<file path="src/bus_seq_pkg.sv">
package bus_seq_pkg;
    // ========================================
    // Protocol sizes
    localparam int ADDR_BITS = 16;
    localparam int BYTE_BITS = 8;
    localparam int PAGE_BYTES = 32;
    localparam logic [5:0] PAGE_MAX = 6'h20;
    localparam logic [4:0] BIT_LAST_ADDR = 5'h0f;
    localparam logic [4:0] BIT_LAST_BYTE = 5'h07;
    // ========================================
    // Bus cycle timing
    localparam int CLK_PERIOD_NS = 25;
    localparam int STROBE_NS = 50;
    localparam int SETUP_NS = 25;
    localparam logic [3:0] STROBE_CYC = 4'((STROBE_NS + CLK_PERIOD_NS - 1) / CLK_PERIOD_NS);
    localparam logic [3:0] SETUP_CYC = 4'((SETUP_NS + CLK_PERIOD_NS - 1) / CLK_PERIOD_NS);
    // ========================================
    // Commands and cycle kinds
    typedef enum logic [1:0] {CMD_READ, CMD_WRITE, CMD_STATUS} cmd_e;
    typedef enum logic [1:0] {CYC_READ, CYC_WRITE} cyc_e;
    localparam logic [1:0] CYC_NONE = 2'h3;
endpackage : bus_seq_pkg

</file>
<file path="src/bus_cycle.sv">
`timescale 1ns/1ps
`default_nettype none
module bus_cycle
    import bus_seq_pkg::*;
(
    // Clock and reset
    input wire logic core_clk,
    input wire logic rst,
    // Request
    input wire logic go,
    input wire logic is_write,
    input wire logic bit_out,
    output logic done,
    output logic bit_in,
    // Pins
    output logic chip_select_n,
    output logic write_strobe_n,
    output logic output_drive_n,
    output logic line_out,
    output logic line_oe,
    input wire logic line_in
);
    // ========================================
    // Single bus cycle: setup, strobe, release
    typedef enum {CY_IDLE, CY_SETUP, CY_STROBE, CY_END} cy_e;
    cy_e st_q, st_d;
    logic [3:0] cnt_q, cnt_d;
    logic wr_q, wr_d, dat_q, dat_d, in_q, in_d;
    logic cs_d, we_d, oe_d, oen_d, done_d;

    always_comb begin
        st_d = st_q;
        cnt_d = cnt_q;
        wr_d = wr_q;
        dat_d = dat_q;
        in_d = in_q;
        cs_d = 1'b1;
        we_d = 1'b1;
        oe_d = 1'b1;
        oen_d = 1'b0;
        done_d = 1'b0;
        unique case (st_q)
            CY_IDLE: begin
                if (go) begin
                    st_d = CY_SETUP;
                    wr_d = is_write;
                    dat_d = bit_out;
                    cnt_d = SETUP_CYC;
                end
            end
            CY_SETUP: begin
                cs_d = 1'b0;
                oen_d = wr_q;
                cnt_d = cnt_q - 4'h1;
                if (cnt_q == 4'h1) begin
                    st_d = CY_STROBE;
                    cnt_d = STROBE_CYC;
                end
            end
            CY_STROBE: begin
                cs_d = 1'b0;
                oen_d = wr_q;
                we_d = ~wr_q;
                oe_d = wr_q;
                cnt_d = cnt_q - 4'h1;
                if (cnt_q == 4'h1) begin
                    st_d = CY_END;
                    if (!wr_q) in_d = line_in;
                end
            end
            CY_END: begin
                // Strobe rises first, data held on wire
                cs_d = 1'b0;
                oen_d = wr_q;
                done_d = 1'b1;
                st_d = CY_IDLE;
            end
        endcase
    end

    always_ff @(posedge core_clk or posedge rst) begin
        if (rst) begin
            st_q <= CY_IDLE;
            cnt_q <= 4'h0;
            wr_q <= 1'b0;
            dat_q <= 1'b0;
            in_q <= 1'b1;
            chip_select_n <= 1'b1;
            write_strobe_n <= 1'b1;
            output_drive_n <= 1'b1;
            line_oe <= 1'b0;
            line_out <= 1'b0;
            done <= 1'b0;
        end else begin
            st_q <= st_d;
            cnt_q <= cnt_d;
            wr_q <= wr_d;
            dat_q <= dat_d;
            in_q <= in_d;
            chip_select_n <= cs_d;
            write_strobe_n <= we_d;
            output_drive_n <= oe_d;
            line_oe <= oen_d;
            line_out <= dat_d;
            done <= done_d;
        end
    end
    assign bit_in = in_q;
endmodule : bus_cycle
`default_nettype wire

</file>
<file path="src/eeprom_host.sv">
`timescale 1ns/1ps
`default_nettype none
module eeprom_host
    import bus_seq_pkg::*;
(
    // Clock and reset
    input wire logic core_clk,
    input wire logic rst,
    // Command port
    input wire logic cmd_valid,
    input wire logic [1:0] cmd_op,
    input wire logic [15:0] cmd_addr,
    input wire logic [5:0] cmd_len,
    output logic cmd_ready,
    // Write data request
    output logic wdata_req,
    input wire logic [7:0] wdata,
    // Read data answer
    output logic rdata_valid,
    output logic [7:0] rdata,
    output logic busy_status,
    // Device pins
    output logic chip_select_n,
    output logic write_strobe_n,
    output logic output_drive_n,
    output logic line_out,
    output logic line_oe,
    input wire logic line_in
);
    // ========================================
    // Sequencer
    typedef enum {S_IDLE, S_RST_R1, S_RST_W0, S_RST_R2, S_ADDR, S_WDAT, S_RDAT,
        S_END_W1, S_NV_R1, S_NV_W1, S_NV_R2, S_STAT} seq_e;
    seq_e st_q, st_d;
    cmd_e op_q, op_d;
    logic [15:0] addr_q, addr_d;
    logic [7:0] sh_q, sh_d;
    logic [4:0] bit_q, bit_d;
    logic [5:0] left_q, left_d;
    logic go_q, go_d, wait_q, wait_d;
    logic cyc_wr, cyc_bit, cyc_done, cyc_in;
    logic rv_d, ready_d, req_d, busy_d;
    logic [7:0] rd_d;

    bus_cycle u_cycle (
        .core_clk(core_clk),
        .rst(rst),
        .go(go_q),
        .is_write(cyc_wr),
        .bit_out(cyc_bit),
        .done(cyc_done),
        .bit_in(cyc_in),
        .chip_select_n(chip_select_n),
        .write_strobe_n(write_strobe_n),
        .output_drive_n(output_drive_n),
        .line_out(line_out),
        .line_oe(line_oe),
        .line_in(line_in)
    );

    function automatic logic st_is_write(input seq_e s);
        return s inside {S_RST_W0, S_ADDR, S_WDAT, S_END_W1, S_NV_W1};
    endfunction

    always_comb begin
        cyc_wr = st_is_write(st_q);
        unique case (st_q)
            S_RST_W0: cyc_bit = 1'b0;
            S_ADDR: cyc_bit = addr_q[ADDR_BITS - 1];
            S_WDAT: cyc_bit = sh_q[BYTE_BITS - 1];
            default: cyc_bit = 1'b1;
        endcase
    end

    always_comb begin
        st_d = st_q;
        op_d = op_q;
        addr_d = addr_q;
        sh_d = sh_q;
        bit_d = bit_q;
        left_d = left_q;
        go_d = 1'b0;
        wait_d = wait_q;
        rv_d = 1'b0;
        req_d = 1'b0;
        rd_d = rdata;
        busy_d = busy_status;
        ready_d = 1'b0;
        if (st_q == S_IDLE) begin
            ready_d = !cmd_valid;
            if (cmd_valid && cmd_ready) begin
                op_d = cmd_e'(cmd_op);
                addr_d = cmd_addr;
                left_d = (cmd_len == 6'h0 || cmd_len > PAGE_MAX) ? 6'h1 : cmd_len;
                st_d = (cmd_op == CMD_STATUS) ? S_STAT : S_RST_R1;
                go_d = 1'b1;
                bit_d = 5'h0;
            end
        end else if (wait_q) begin
            // Next cycle of the sequence
            go_d = 1'b1;
            wait_d = 1'b0;
        end else if (cyc_done) begin
            wait_d = 1'b1;
            unique case (st_q)
                S_RST_R1: st_d = S_RST_W0;
                S_RST_W0: st_d = S_RST_R2;
                S_RST_R2: st_d = S_ADDR;
                S_ADDR: begin
                    addr_d = {addr_q[ADDR_BITS - 2:0], addr_q[ADDR_BITS - 1]};
                    bit_d = bit_q + 5'h1;
                    if (bit_q == BIT_LAST_ADDR) begin
                        bit_d = 5'h0;
                        st_d = (op_q == CMD_WRITE) ? S_WDAT : S_RDAT;
                        if (op_q == CMD_WRITE) begin
                            sh_d = wdata;
                            req_d = 1'b1;
                        end
                    end
                end
                S_WDAT: begin
                    sh_d = {sh_q[BYTE_BITS - 2:0], 1'b0};
                    bit_d = bit_q + 5'h1;
                    if (bit_q == BIT_LAST_BYTE) begin
                        bit_d = 5'h0;
                        left_d = left_q - 6'h1;
                        if (left_q == 6'h1) begin
                            st_d = S_NV_R1;
                        end else begin
                            sh_d = wdata;
                            req_d = 1'b1;
                        end
                    end
                end
                S_RDAT: begin
                    sh_d = {sh_q[BYTE_BITS - 2:0], cyc_in};
                    bit_d = bit_q + 5'h1;
                    if (bit_q == BIT_LAST_BYTE) begin
                        bit_d = 5'h0;
                        rv_d = 1'b1;
                        rd_d = {sh_q[BYTE_BITS - 2:0], cyc_in};
                        left_d = left_q - 6'h1;
                        if (left_q == 6'h1) st_d = S_END_W1;
                    end
                end
                S_NV_R1: st_d = S_NV_W1;
                S_NV_W1: st_d = S_NV_R2;
                S_NV_R2: begin
                    st_d = S_IDLE;
                    wait_d = 1'b0;
                    busy_d = 1'b1;
                end
                S_STAT: begin
                    busy_d = ~cyc_in;
                    st_d = S_IDLE;
                    wait_d = 1'b0;
                end
                default: begin
                    st_d = S_IDLE;
                    wait_d = 1'b0;
                end
            endcase
        end
    end

    always_ff @(posedge core_clk or posedge rst) begin
        if (rst) begin
            st_q <= S_IDLE;
            op_q <= CMD_READ;
            addr_q <= 16'h0000;
            sh_q <= 8'h00;
            bit_q <= 5'h00;
            left_q <= 6'h00;
            go_q <= 1'b0;
            wait_q <= 1'b0;
            cmd_ready <= 1'b0;
            wdata_req <= 1'b0;
            rdata_valid <= 1'b0;
            rdata <= 8'h00;
            busy_status <= 1'b0;
        end else begin
            st_q <= st_d;
            op_q <= op_d;
            addr_q <= addr_d;
            sh_q <= sh_d;
            bit_q <= bit_d;
            left_q <= left_d;
            go_q <= go_d;
            wait_q <= wait_d;
            cmd_ready <= ready_d;
            wdata_req <= req_d;
            rdata_valid <= rv_d;
            rdata <= rd_d;
            busy_status <= busy_d;
        end
    end
endmodule : eeprom_host
`default_nettype wire

</file>
<file path="config.mk">
export PLATFORM = sky130hd
export DESIGN_NAME = eeprom_host
export DESIGN_NICKNAME = d
export VERILOG_FILES = /design/src/bus_seq_pkg.sv /design/src/bus_cycle.sv /design/src/eeprom_host.sv
export SDC_FILE = /design/constraint.sdc
export NUM_CORES = 1
export LEC_CHECK = 0
export ABC_AREA = 1
export CAP_MARGIN = 20
export CORE_ASPECT_RATIO = 1.5
export CORE_MARGIN = 2
export CORE_UTILIZATION = 35
export DETAILED_ROUTE_END_ITERATION = 10
export DONT_BUFFER_PORTS = 1
export GPL_ROUTABILITY_DRIVEN = 1
export GPL_TIMING_DRIVEN = 1
export PLACE_DENSITY = 0.57
export SLEW_MARGIN = 20
export SYNTH_ARGS = -nofsm -noshare
export SYNTH_HDL_FRONTEND = slang
export SYNTH_SLANG_ARGS = --single-unit
</file>
<file path="constraint.sdc">
create_clock -name core_clk -period 3.5 [get_ports core_clk]
set_clock_uncertainty 0.2 [all_clocks]
set_input_delay 0.35 -clock core_clk [delete_from_list [all_inputs] [get_ports core_clk]]
set_output_delay 0.35 -clock core_clk [all_outputs]
set_load 0.02 [all_outputs]
</file>
==> impl_metrics.csv, run 1 <==
group,metric,value,unit
sta,period_minus_slack,2.123,ns
routing,dr.pass1.iters,4,
routing,via_count,3425,
yosys,synth_area_leaders,"dfrtp_1 41%, nand2_1 20%, nand3_1 6.1%",
sta,fmax,471.0,MHz
cts,clock_latency,0.33,ns
place,place.gp.congestion,0.8698,
floorplan,coreArea,11000,µm²
floorplan,die_y,133.7,µm
worst_setup_path,r2r_cells,7,
finish,fin_util,40.29,%
run,max_cap_viol_count,0,
yosys,ys_ff_latch,69,
sta,finalSetupViolCount,0,
sta,finalHoldViolations,0,
min_path,whs_path_depth,2,
routing,initialDrtViolationCount,181,
grt,grt_pass1_vias,3356,
yosys,yosys.cell_types.count,32,
pwr,ir_worst_vdd,0.0004526,V
grt,grt_max_degree,45,
routing,viasPerCell,4.831,
grt,antenna_found_initial,0,
sta,worst_pin_slew,0.5688,ns
worst_setup_path,crit_path_start,"st_q[1]$_DFFE_PP0P_",
grt,grt_pass1_wl,15890,µm
min_path,holdPathEnd,"op_q[0]$_DFFE_PP0P_",
yosys,postSynthAreaPerCell,7.147,µm²
sta,maxSlewViolCount,0,
yosys,syn-num-nets,596,
cts,htreeDepth,3,
worst_setup_path,crit_fanout,22,
yosys,ys_seq_area_share,44.13,%
yosys,netlist.top_cell.by_area,"dfrtp_1",
floorplan,dieArea,12090,µm²
finish,drive_gt1_share,7.829,%
sta,fin_tns_setup,0,ns
cts,cts_hold_buf,5,
sta,timing.final.crit_share,60.67,%
worst_setup_path,r2r-end,"st_q[2]$_DFFE_PP0P_",
cts,cts_tree,"yes",
yosys,synthArstFlopShare,100.0,%
finish,design_area,4431,µm²
cts,cts.repair.resized,0,
place,place_hpwl,6363,µm
cts,cts_buffers,9,
sta,hold_slack,0.01693,ns
worst_setup_path,r2r_slack,1.38,ns
worst_setup_path,worstPathArrival,2.19,ns
yosys,yosys.area_share.xor_xnor,0.6696,%
worst_setup_path,end_kind,"flop",
finish,final_nets,604,
worst_setup_path,reg2reg_from,"st_q[1]$_DFFE_PP0P_",
sta,slew_headroom,62.08,%
pwr,powerDensity,868.1,nW/µm²
sta,rsz0062_at_grt,"no",
yosys,synth_warnings,0,
yosys,yosys.area_share.simple,36.29,%
min_path,hold_class,"in2reg",
floorplan,initial_core_util,35.68,%
cts,cts.sinks,69,
yosys,synthCells,549,
yosys,synth_fa_ha_area_share,3.508,%
cts,clockRootBuffer,"clkbuf_16",
cts,clk_pin_slew_worst_paths,0.05,ns
finish,syn2layout_area_growth,12.91,%
yosys,syn_area,3924,µm²
floorplan,io_pins,53,
yosys,synth_compound_area_share,7.908,%
routing,wirelength,8994,µm
status,outcome,"finished clean",
grt,grt_overflow,0,
floorplan,rows,47,
routing,post_drt_wl_per_cell,12.69,µm
routing,drc,0,
yosys,synth_top_area_share,41.45,%
yosys,synthFlopType,"dfrtp_1",
finish,mostFrequentLayoutCells,"213 x nand2_1, 65 x dfrtp_1, 57 x inv_1",
cts,postCtsSetupBuffers,0,
worst_setup_path,path_class,"reg2reg",
routing,ant_nets,0,
yosys,muxShareOfSynthArea,0,%
cts,cts_max_path_buffers,2,
worst_setup_path,required,3.56,ns
yosys,synth_edf_count,0,
place,place_area,4073,µm²
finish,layout_commonest_cell,"nand2_1",
worst_setup_path,start_kind,"flop",
place,io_buffers,0,
min_path,hold_path.startpoint,"cmd_op[0]",
pwr,power.leakage,2.296,nW
yosys,synth_top_family_by_area,"simple AND/OR/NAND/NOR gates",
floorplan,die_w,90.45,µm
finish,antennaDiodeCount,0,
grt,grt_usage,16.02,%
pwr,power,0.003846,W
metrics by stage:
step	setup WS, ns	cells
4_1_cts	1.350	709
5_1_grt	1.117	709
2_1_floorplan	1.217	549
3_5_place_dp	1.366	688
3_3_place_gp	1.417	688
6_report	1.377	709
report_power, final:
group	switching, W	internal [W]	total (W)	leakage (nW)
clock	0.000318	0.000611	0.000928	0.150
sequential	0.000259	0.00110	0.00136	0.859
combinational	0.00103	0.000524	0.00155	1.29
total	0.00161	0.00224	0.00385	2.30
how the worst max path moves through the flow:
| stage | slack [ns] | cells after the start | end |
|---|---|---|---|
| after CTS | 1.35 | 7 | bit_q[0]$_DFFE_PP0P_ |
| after global routing | 1.12 | 7 | st_q[1]$_DFFE_PP0P_ |
| after detailed placement | 1.37 | 7 | bit_q[0]$_DFFE_PP0P_ |
| after floorplan | 1.22 | 1 | addr_q[0]$_DFFE_PP0P_ |
| final | 1.38 | 7 | st_q[2]$_DFFE_PP0P_ |
| after global placement | 1.42 | 7 | st_q[2]$_DFFE_PP0P_ |
per-layer routing:
metal / share of wire [%] / track usage [%] / vias to the layer above
met5: 0 / 0 / -
met4: 0.98 / 4.701 / 0
met3: 4.5 / 4.129 / 6
met2: 49 / 26.82 / 76
met1: 46 / 20.42 / 1601
li1: - / - / 1742
synth_stat cells, drive strengths merged (2+ instances only):
| cell | instances |
|---|---|
| a21oi | 14 |
| nand3 | 52 |
| nor2 | 57 |
| nand4 | 4 |
| dfstp | 4 |
| ha | 11 |
| o211ai | 3 |
| buf | 11 |
| dfrtp | 65 |
| o22ai | 3 |
| inv | 63 |
| xnor2 | 2 |
| nand2 | 219 |
| o21ai | 33 |
cells by family (layout without fill, tap and decap cells):
group                      count (synthesis)  count (layout)
AOI/OAI and AO/OA                         56              56
buffers and inverters                     74              87
xor gates and xnor gates                   3               3
DFF                                       69              69
adders and majority gates                 11              11
and+or+nand+nor                          336             336
state kept, by name, indices dropped and copies added (netlist names):
register	flops
u_cycle.done	1
rdata	8
u_cycle.chip_select_n	1
u_cycle.line_out	1
bit_q	5
u_cycle.cnt_q	4
busy_status	1
rdata_valid	1
u_cycle.line_oe	1
u_cycle.output_drive_n	1
wait_q	1
u_cycle.wr_q	1
sh_q	8
u_cycle.bit_in	1
addr_q	16
st_q	4
op_q	2
u_cycle.write_strobe_n	1
cmd_ready	1
u_cycle.st_q	2
wdata_req	1
go_q	1
left_q	6
layout make-up:
type,count,area [µm²]
inverters,63,236.5
fillers,1176,6566
flip-flops and latches,69,1732
clock inverters,1,30.03
repair buffers,8,72.57
well taps,147,183.9
multi-input cells,406,1898
clock buffers,15,277.8
critical path, stage by stage, from the launching register on:
cell,delay (ns)
dfrtp_1,0.43
nor2_2,0.24
nand3_2,0.43
nand2_1,0.27
nand2_1,0.09
nor2_1,0.24
nand2_1,0.09
nand2_1,0.06
(Power assumes the default switching activity.)
==> run 2, diff against run 1 <==
==> constraint.sdc (replaced) <==
create_clock -name core_clk -period 2.1 [get_ports core_clk]
set_clock_uncertainty 0.2 [all_clocks]
set_input_delay 0.21 -clock core_clk [delete_from_list [all_inputs] [get_ports core_clk]]
set_output_delay 0.21 -clock core_clk [all_outputs]
set_load 0.02 [all_outputs]
==> run 2 against run 1 <==
Non-clock buffer count rose by 36. Sequential cell count did not move. Worst hold slack improved by 0.032 ns. Final cell count rose by 5.1%. Critical endpoint is now sh_q[0]$_DFFE_PP0P_. Largest cell class unchanged. Largest power group unchanged. Highest routed layer unchanged.
==> impl_metrics.csv, run 2 (synthesized netlist as in run 1, its figures left out) <==
group,metric,value,unit
status,outcome,"finished clean",
pwr,p_switching,0.002758,W
pwr,power.leakage,2.443,nW
routing,initialDrtViolationCount,194,
sta,fmax,515.7,MHz
place,place_hpwl,6757,µm
worst_setup_path,critical_path.max_stage_delay,0.38,ns
place,place.gp.congestion,0.8521,
worst_setup_path,end_kind,"flop",
min_path,holdPathEnd,"left_q[0]$_DFFE_PP0P_",
routing,ant_nets,0,
place,io_buffers,0,
grt,grt_overflow,0,
worst_setup_path,worstSetupPathDepth,10,
worst_setup_path,start_kind,"flop",
cts,clock_latency,0.33,ns
finish,antennaDiodeCount,0,
worst_setup_path,crit_fanout,9,
cts,clockRootBuffer,"clkbuf_16",
finish,syn2layout_area_growth,22.16,%
pwr,p_int,0.003755,W
cts,clk_pin_slew_worst_paths,0.05,ns
grt,grt_pass1_wl,16350,µm
pwr,comb_power_share,41.9,%
floorplan,rows,47,
finish,largest_reg_flops,16,
routing,viasPerCell,4.804,
sta,finalSetupViolCount,0,
finish,drive_gt1_share,9.030,%
grt,grt_usage,16.78,%
worst_setup_path,worst-path-buf-inv,1,
worst_setup_path,path_cells,"ha_1 -> nand2_1 -> nor2_2 -> ha_2 -> nand3_1 -> nand2_1 -> nand2_4 -> inv_4 -> nor2_1 -> a21oi_1",
floorplan,initial_core_util,35.68,%
routing,drc,0,
grt,grt_pass1_vias,3594,
worst_setup_path,r2r_cells,10,
finish,layout_commonest_cell,"nand2_1",
floorplan,die_y,133.7,µm
floorplan,io_pins,53,
cts,postCtsSetupBuffers,0,
run,max_cap_viol_count,0,
pwr,power,0.006513,W
worst_setup_path,reg2reg_from,"bit_q[0]$_DFFE_PP0P_",
pwr,clock_power_share,23.1,%
routing,via_count,3579,
cts,htreeDepth,3,
sta,finalHoldViolations,0,
finish,reg_top3,"addr_q: 16 flops, rdata: 8 flops, sh_q: 8 flops",
floorplan,die_w,90.45,µm
worst_setup_path,path_class,"reg2reg",
worst_setup_path,required,2.15,ns
sta,worst_pin_slew,0.5118,ns
cts,cts_max_path_buffers,2,
cts,cts_tree,"yes",
finish,n_fill_cell,1124,
worst_setup_path,r2r_slack,0.16,ns
floorplan,dieArea,12090,µm²
sta,slew_headroom,65.52,%
finish,mostFrequentLayoutCells,"213 x nand2_1, 65 x dfrtp_1, 57 x inv_1",
routing,wirelength,9440,µm
pwr,powerDensity,1359,nW/µm²
finish,final_nets,640,
sta,period_minus_slack,1.939,ns
sta,maxSlewViolCount,0,
routing,post_drt_wl_per_cell,12.67,µm
finish,largest_register,"addr_q",
pwr,swShare,42.34,%
sta,fin_tns_setup,0,ns
cts,cts_buffers,9,
worst_setup_path,crit_top_cell,"nand2_1",
min_path,hold_path.startpoint,"cmd_len[5]",
grt,grt_max_degree,31,
floorplan,coreArea,11000,µm²
grt,antenna_found_initial,0,
cts,cts.sinks,69,
worst_setup_path,r2r-end,"sh_q[0]$_DFFE_PP0P_",
pwr,ir_worst_vdd,0.0006077,V
routing,dr.pass1.iters,5,
min_path,hold_class,"in2reg",
sta,timing.final.crit_share,92.35,%
pwr,pwr-share-seq,35.0,%
worst_setup_path,worstPathArrival,1.99,ns
worst_setup_path,critical_path.top_delay_family,"simple AND/OR/NAND/NOR gates",
min_path,whs_path_depth,5,
worst_setup_path,worst_path_max_delay_cell,"dfrtp_1",
## run 2: cell count changes in the layout (fill, tap and decap cells not counted), sizes merged
cell and delta:
buf +6, clkbuf -3, clkinv +2, clkinvlp +2, dlygate4sd3 +30, inv -1
## run 2: repair_timing
action / CTS / global route
resized for setup: 0 / 5
endpoints found under the setup margin: 0 / 12
endpoints found under the hold margin: 85 / 0
hold buffers: 35 / 0
## run 2: per-layer routing
metal  track usage, %  vias up  routed length (µm)
li1                 -     1809                   -
met1            20.24     1655                4077
met2            28.61       97                4739
met3            3.676       18                 420
met4            7.607        0                 203
met5                0        -                   0
## run 2: per-stage QoR
| stage | instance area [µm²] | utilization, % | hold slack [ns] | setup WS (ns) | std cells |
|---|---|---|---|---|---|
| after floorplan | 3928 | - | 0.07641 | 0.3100 | 549 |
| after global placement | 4134 | 37.59 | -0.05919 | 0.1745 | 694 |
| after detailed placement | 4134 | 37.59 | -0.05028 | 0.06327 | 694 |
| after CTS | 4778 | 43.45 | 0.04469 | 0.07190 | 745 |
| after global routing | 4793 | 43.59 | 0.07723 | -0.004189 | 745 |
| final | 4793 | 43.59 | 0.04895 | 0.1607 | 745 |
## run 2: tightest hold or removal path, stage by stage
cell and delay (ns):
nor2_1 0.02, nand3_1 0.11, nand3_1 0.09, nand2_1 0.06, o21ai_1 0.05
## run 2: area by class of cell
cell class | count | area (µm²) | area share (%)
clock buffers | 12 | 246.5 | 5.142
clock inverters | 4 | 47.55 | 0.9919
inverters | 63 | 242.7 | 5.064
multi-input cells | 406 | 1911 | 39.86
flip-flops and latches | 69 | 1732 | 36.13
well taps | 147 | 183.9 | 3.837
repair buffers | 44 | 430.4 | 8.979
## run 2: how the worst max path moves through the flow
stage                         start                   to  slack [ns]
2_1_floorplan  bit_q[0]$_DFFE_PP0P_  sh_q[0]$_DFFE_PP0P_        0.31
3_3_place_gp   bit_q[0]$_DFFE_PP0P_  sh_q[5]$_DFFE_PP0P_        0.17
3_5_place_dp   bit_q[0]$_DFFE_PP0P_  sh_q[0]$_DFFE_PP0P_        0.06
4_1_cts        bit_q[0]$_DFFE_PP0P_  sh_q[0]$_DFFE_PP0P_        0.07
5_1_grt        bit_q[0]$_DFFE_PP0P_  sh_q[0]$_DFFE_PP0P_      -0.004
6_report       bit_q[0]$_DFFE_PP0P_  sh_q[0]$_DFFE_PP0P_        0.16
## run 2: power by group through the flow
stage,clock [W],combinational (W),sequential [W]
finish,0.00150,0.00273,0.00228
floorplan,0,0.00213,0.00219
global route,0.00159,0.00317,0.00235
CTS,0.00153,0.00273,0.00227
global placement,0,0.00262,0.00228
detailed placement,0,0.00266,0.00229
==> run 3, diff against run 2 <==
--- a/config.mk
+++ b/config.mk
@@ -14,6 +14,7 @@
 export DONT_BUFFER_PORTS = 1
 export GPL_ROUTABILITY_DRIVEN = 1
 export GPL_TIMING_DRIVEN = 1
+export HOLD_SLACK_MARGIN = 0.05
 export PLACE_DENSITY = 0.57
 export SLEW_MARGIN = 20
 export SYNTH_ARGS = -nofsm -noshare
==> constraint.sdc (replaced) <==
create_clock -name core_clk -period 2.1 [get_ports core_clk]
set_clock_uncertainty 0.2 [all_clocks]
set_input_delay 0.42 -clock core_clk [delete_from_list [all_inputs] [get_ports core_clk]]
set_output_delay 0.42 -clock core_clk [all_outputs]
set_load 0.02 [all_outputs]
==> run 3 against run 2 <==
First-iteration DRC count rose by 6.7%. Via count down 3.4%. Critical path depth stayed put.
==> impl_metrics.csv, run 3 (synthesized netlist as in run 1, its figures left out) <==
group,metric,value,unit
grt,grt_pass1_vias,3385,
finish,reg_top3,"addr_q: 16 flops, rdata: 8 flops, sh_q: 8 flops",
worst_setup_path,end_kind,"flop",
cts,cts_buffers,9,
grt,busiest_layer,"met2",
cts,clockRootBuffer,"clkbuf_16",
pwr,p_int,0.004010,W
grt,grtUsageMet1,19.50,%
cts,htreeDepth,3,
floorplan,coreArea,11000,µm²
floorplan,die_w,90.45,µm
routing,drc,0,
pwr,p_switching,0.002765,W
finish,design_area,4593,µm²
cts,cts_tree,"yes",
place,place_hpwl,6488,µm
routing,post_drt_wl_per_cell,12.89,µm
cts,clk_pin_slew_worst_paths,0.05,ns
pwr,power.leakage,2.354,nW
run,max_cap_viol_count,0,
routing,viasPerCell,4.824,
sta,slew_headroom,68.26,%
cts,clock_latency,0.33,ns
finish,n_fill_cell,1164,
finish,fin_cells,717,
worst_setup_path,required,2.11,ns
grt,grt_overflow,0,
routing,wirelength,9243,µm
pwr,pwr-share-seq,33.5,%
pwr,swShare,40.81,%
sta,fin_tns_setup,0,ns
worst_setup_path,start_kind,"flop",
pwr,comb_power_share,40.6,%
sta,timing.final.crit_share,91.74,%
place,place_area,4139,µm²
cts,cts_max_path_buffers,2,
floorplan,rows,47,
grt,grt_usage,16.07,%
finish,largest_register,"addr_q",
place,io_buffers,0,
pwr,powerDensity,1475,nW/µm²
worst_setup_path,crit_fanout,9,
grt,use_met3,3.450,%
finish,largest_reg_flops,16,
floorplan,io_pins,53,
sta,finalSetupViolCount,0,
grt,use_met2,27.78,%
finish,drive_gt1_share,10.35,%
sta,maxSlewViolCount,0,
worst_setup_path,worstPathArrival,1.94,ns
place,place.gp.congestion,0.8686,
floorplan,dieArea,12090,µm²
pwr,power,0.006775,W
finish,layout_commonest_cell,"nand2_1",
cts,cts.sinks,69,
routing,via_count,3459,
status,outcome,"finished clean",
routing,dr.pass1.iters,4,
routing,ant_nets,0,
sta,worst_pin_slew,0.4711,ns
place,dp.cells,693,
finish,fin_util,41.77,%
finish,antennaDiodeCount,0,
grt,antenna_found_initial,0,
finish,syn2layout_area_growth,17.06,%
sta,fmax,519.1,MHz
pwr,clock_power_share,25.9,%
min_path,hold_class,"in2reg",
pwr,ir_worst_vdd,0.0005904,V
finish,mostFrequentLayoutCells,"212 x nand2_1, 65 x dfrtp_1, 57 x inv_1",
finish,final_nets,612,
grt,grt_pass1_wl,15900,µm
worst_setup_path,path_class,"reg2reg",
sta,finalHoldViolations,0,
floorplan,initial_core_util,35.68,%
floorplan,die_y,133.7,µm
routing,initialDrtViolationCount,207,
grt,grt_max_degree,70,
sta,period_minus_slack,1.927,ns
-- run 3: changes by cell type in the layout (fill, tap and decap cells not counted), moves of 2 or more --
cell	delta
bufinv_16	+2
buf_12	+2
dlygate4sd3_1	-30
clkbuf_1	-2
-- run 3: path summary, 6_finish.rpt --
path / depth (start not counted) / start / slack [ns] / end
worst min register to register: 1 / u_cycle.wr_q$_DFFE_PP0P_ / 0.19 / u_cycle.write_strobe_n$_DFF_PP1_
min in group asynchronous: 3 / rst / 0.47 / u_cycle.cnt_q[2]$_DFFE_PP0P_
max in group asynchronous: 3 / rst / 0.90 / u_cycle.bit_in$_DFFE_PP1P_
worst max-delay path: 10 / bit_q[0]$_DFFE_PP0P_ / 0.17 / sh_q[5]$_DFFE_PP0P_
worst min-delay path: 2 / cmd_op[0] / 0.06 / op_q[0]$_DFFE_PP0P_
worst max register to register: 10 / bit_q[0]$_DFFE_PP0P_ / 0.17 / sh_q[5]$_DFFE_PP0P_
-- run 3: through the flow --
stage               setup slack (ns)  hold slack (ns)
CTS                          0.02721          0.05456
global route                -0.02062          0.06780
finish                        0.1735          0.06282
global placement              0.1050           0.1846
floorplan                     0.3100           0.1719
detailed placement           0.04883           0.1898
-- run 3: critical path, stage by stage (launching register included) --
cell,delay [ns]
dfrtp_1,0.41
ha_2,0.21
nand2_1,0.13
nor2_2,0.06
ha_2,0.19
nand3_1,0.13
nand2_2,0.08
nand2_4,0.15
clkinv_4,0.11
nor2_1,0.10
a21oi_1,0.05
-- run 3: per-layer routing --
layer / wire length, µm / up-vias
li1: - / 1755
met1: 4134 / 1620
met2: 4611 / 74
met3: 375 / 10
met4: 123 / 0
met5: 0 / -
-- run 3: repair_timing --
action	in CTS	in global routing
endpoints found under the hold margin	69	0
hold buffers	5	0
setup endpoints to repair	0	11
resized for setup	0	7
setup buffers	0	3
-- run 3: power by group through the flow --
stage,clock [W],sequential [W],combinational (W)
floorplan,0,0.00219,0.00213
finish,0.00176,0.00227,0.00275
detailed placement,0,0.00228,0.00271
global placement,0,0.00227,0.00265
global route,0.00185,0.00234,0.00321
CTS,0.00179,0.00227,0.00274
-- run 3: area by class of cell --
| class | count | area, µm² | area share, % |
|---|---|---|---|
| repair buffers | 16 | 170.2 | 3.705 |
| inverters | 63 | 245.2 | 5.339 |
| flip-flops and latches | 69 | 1732 | 37.70 |
| well taps | 147 | 183.9 | 4.004 |
| multi-input cells | 406 | 1913 | 41.65 |
| clock inverters | 6 | 110.1 | 2.397 |
| clock buffers | 10 | 239.0 | 5.203 |
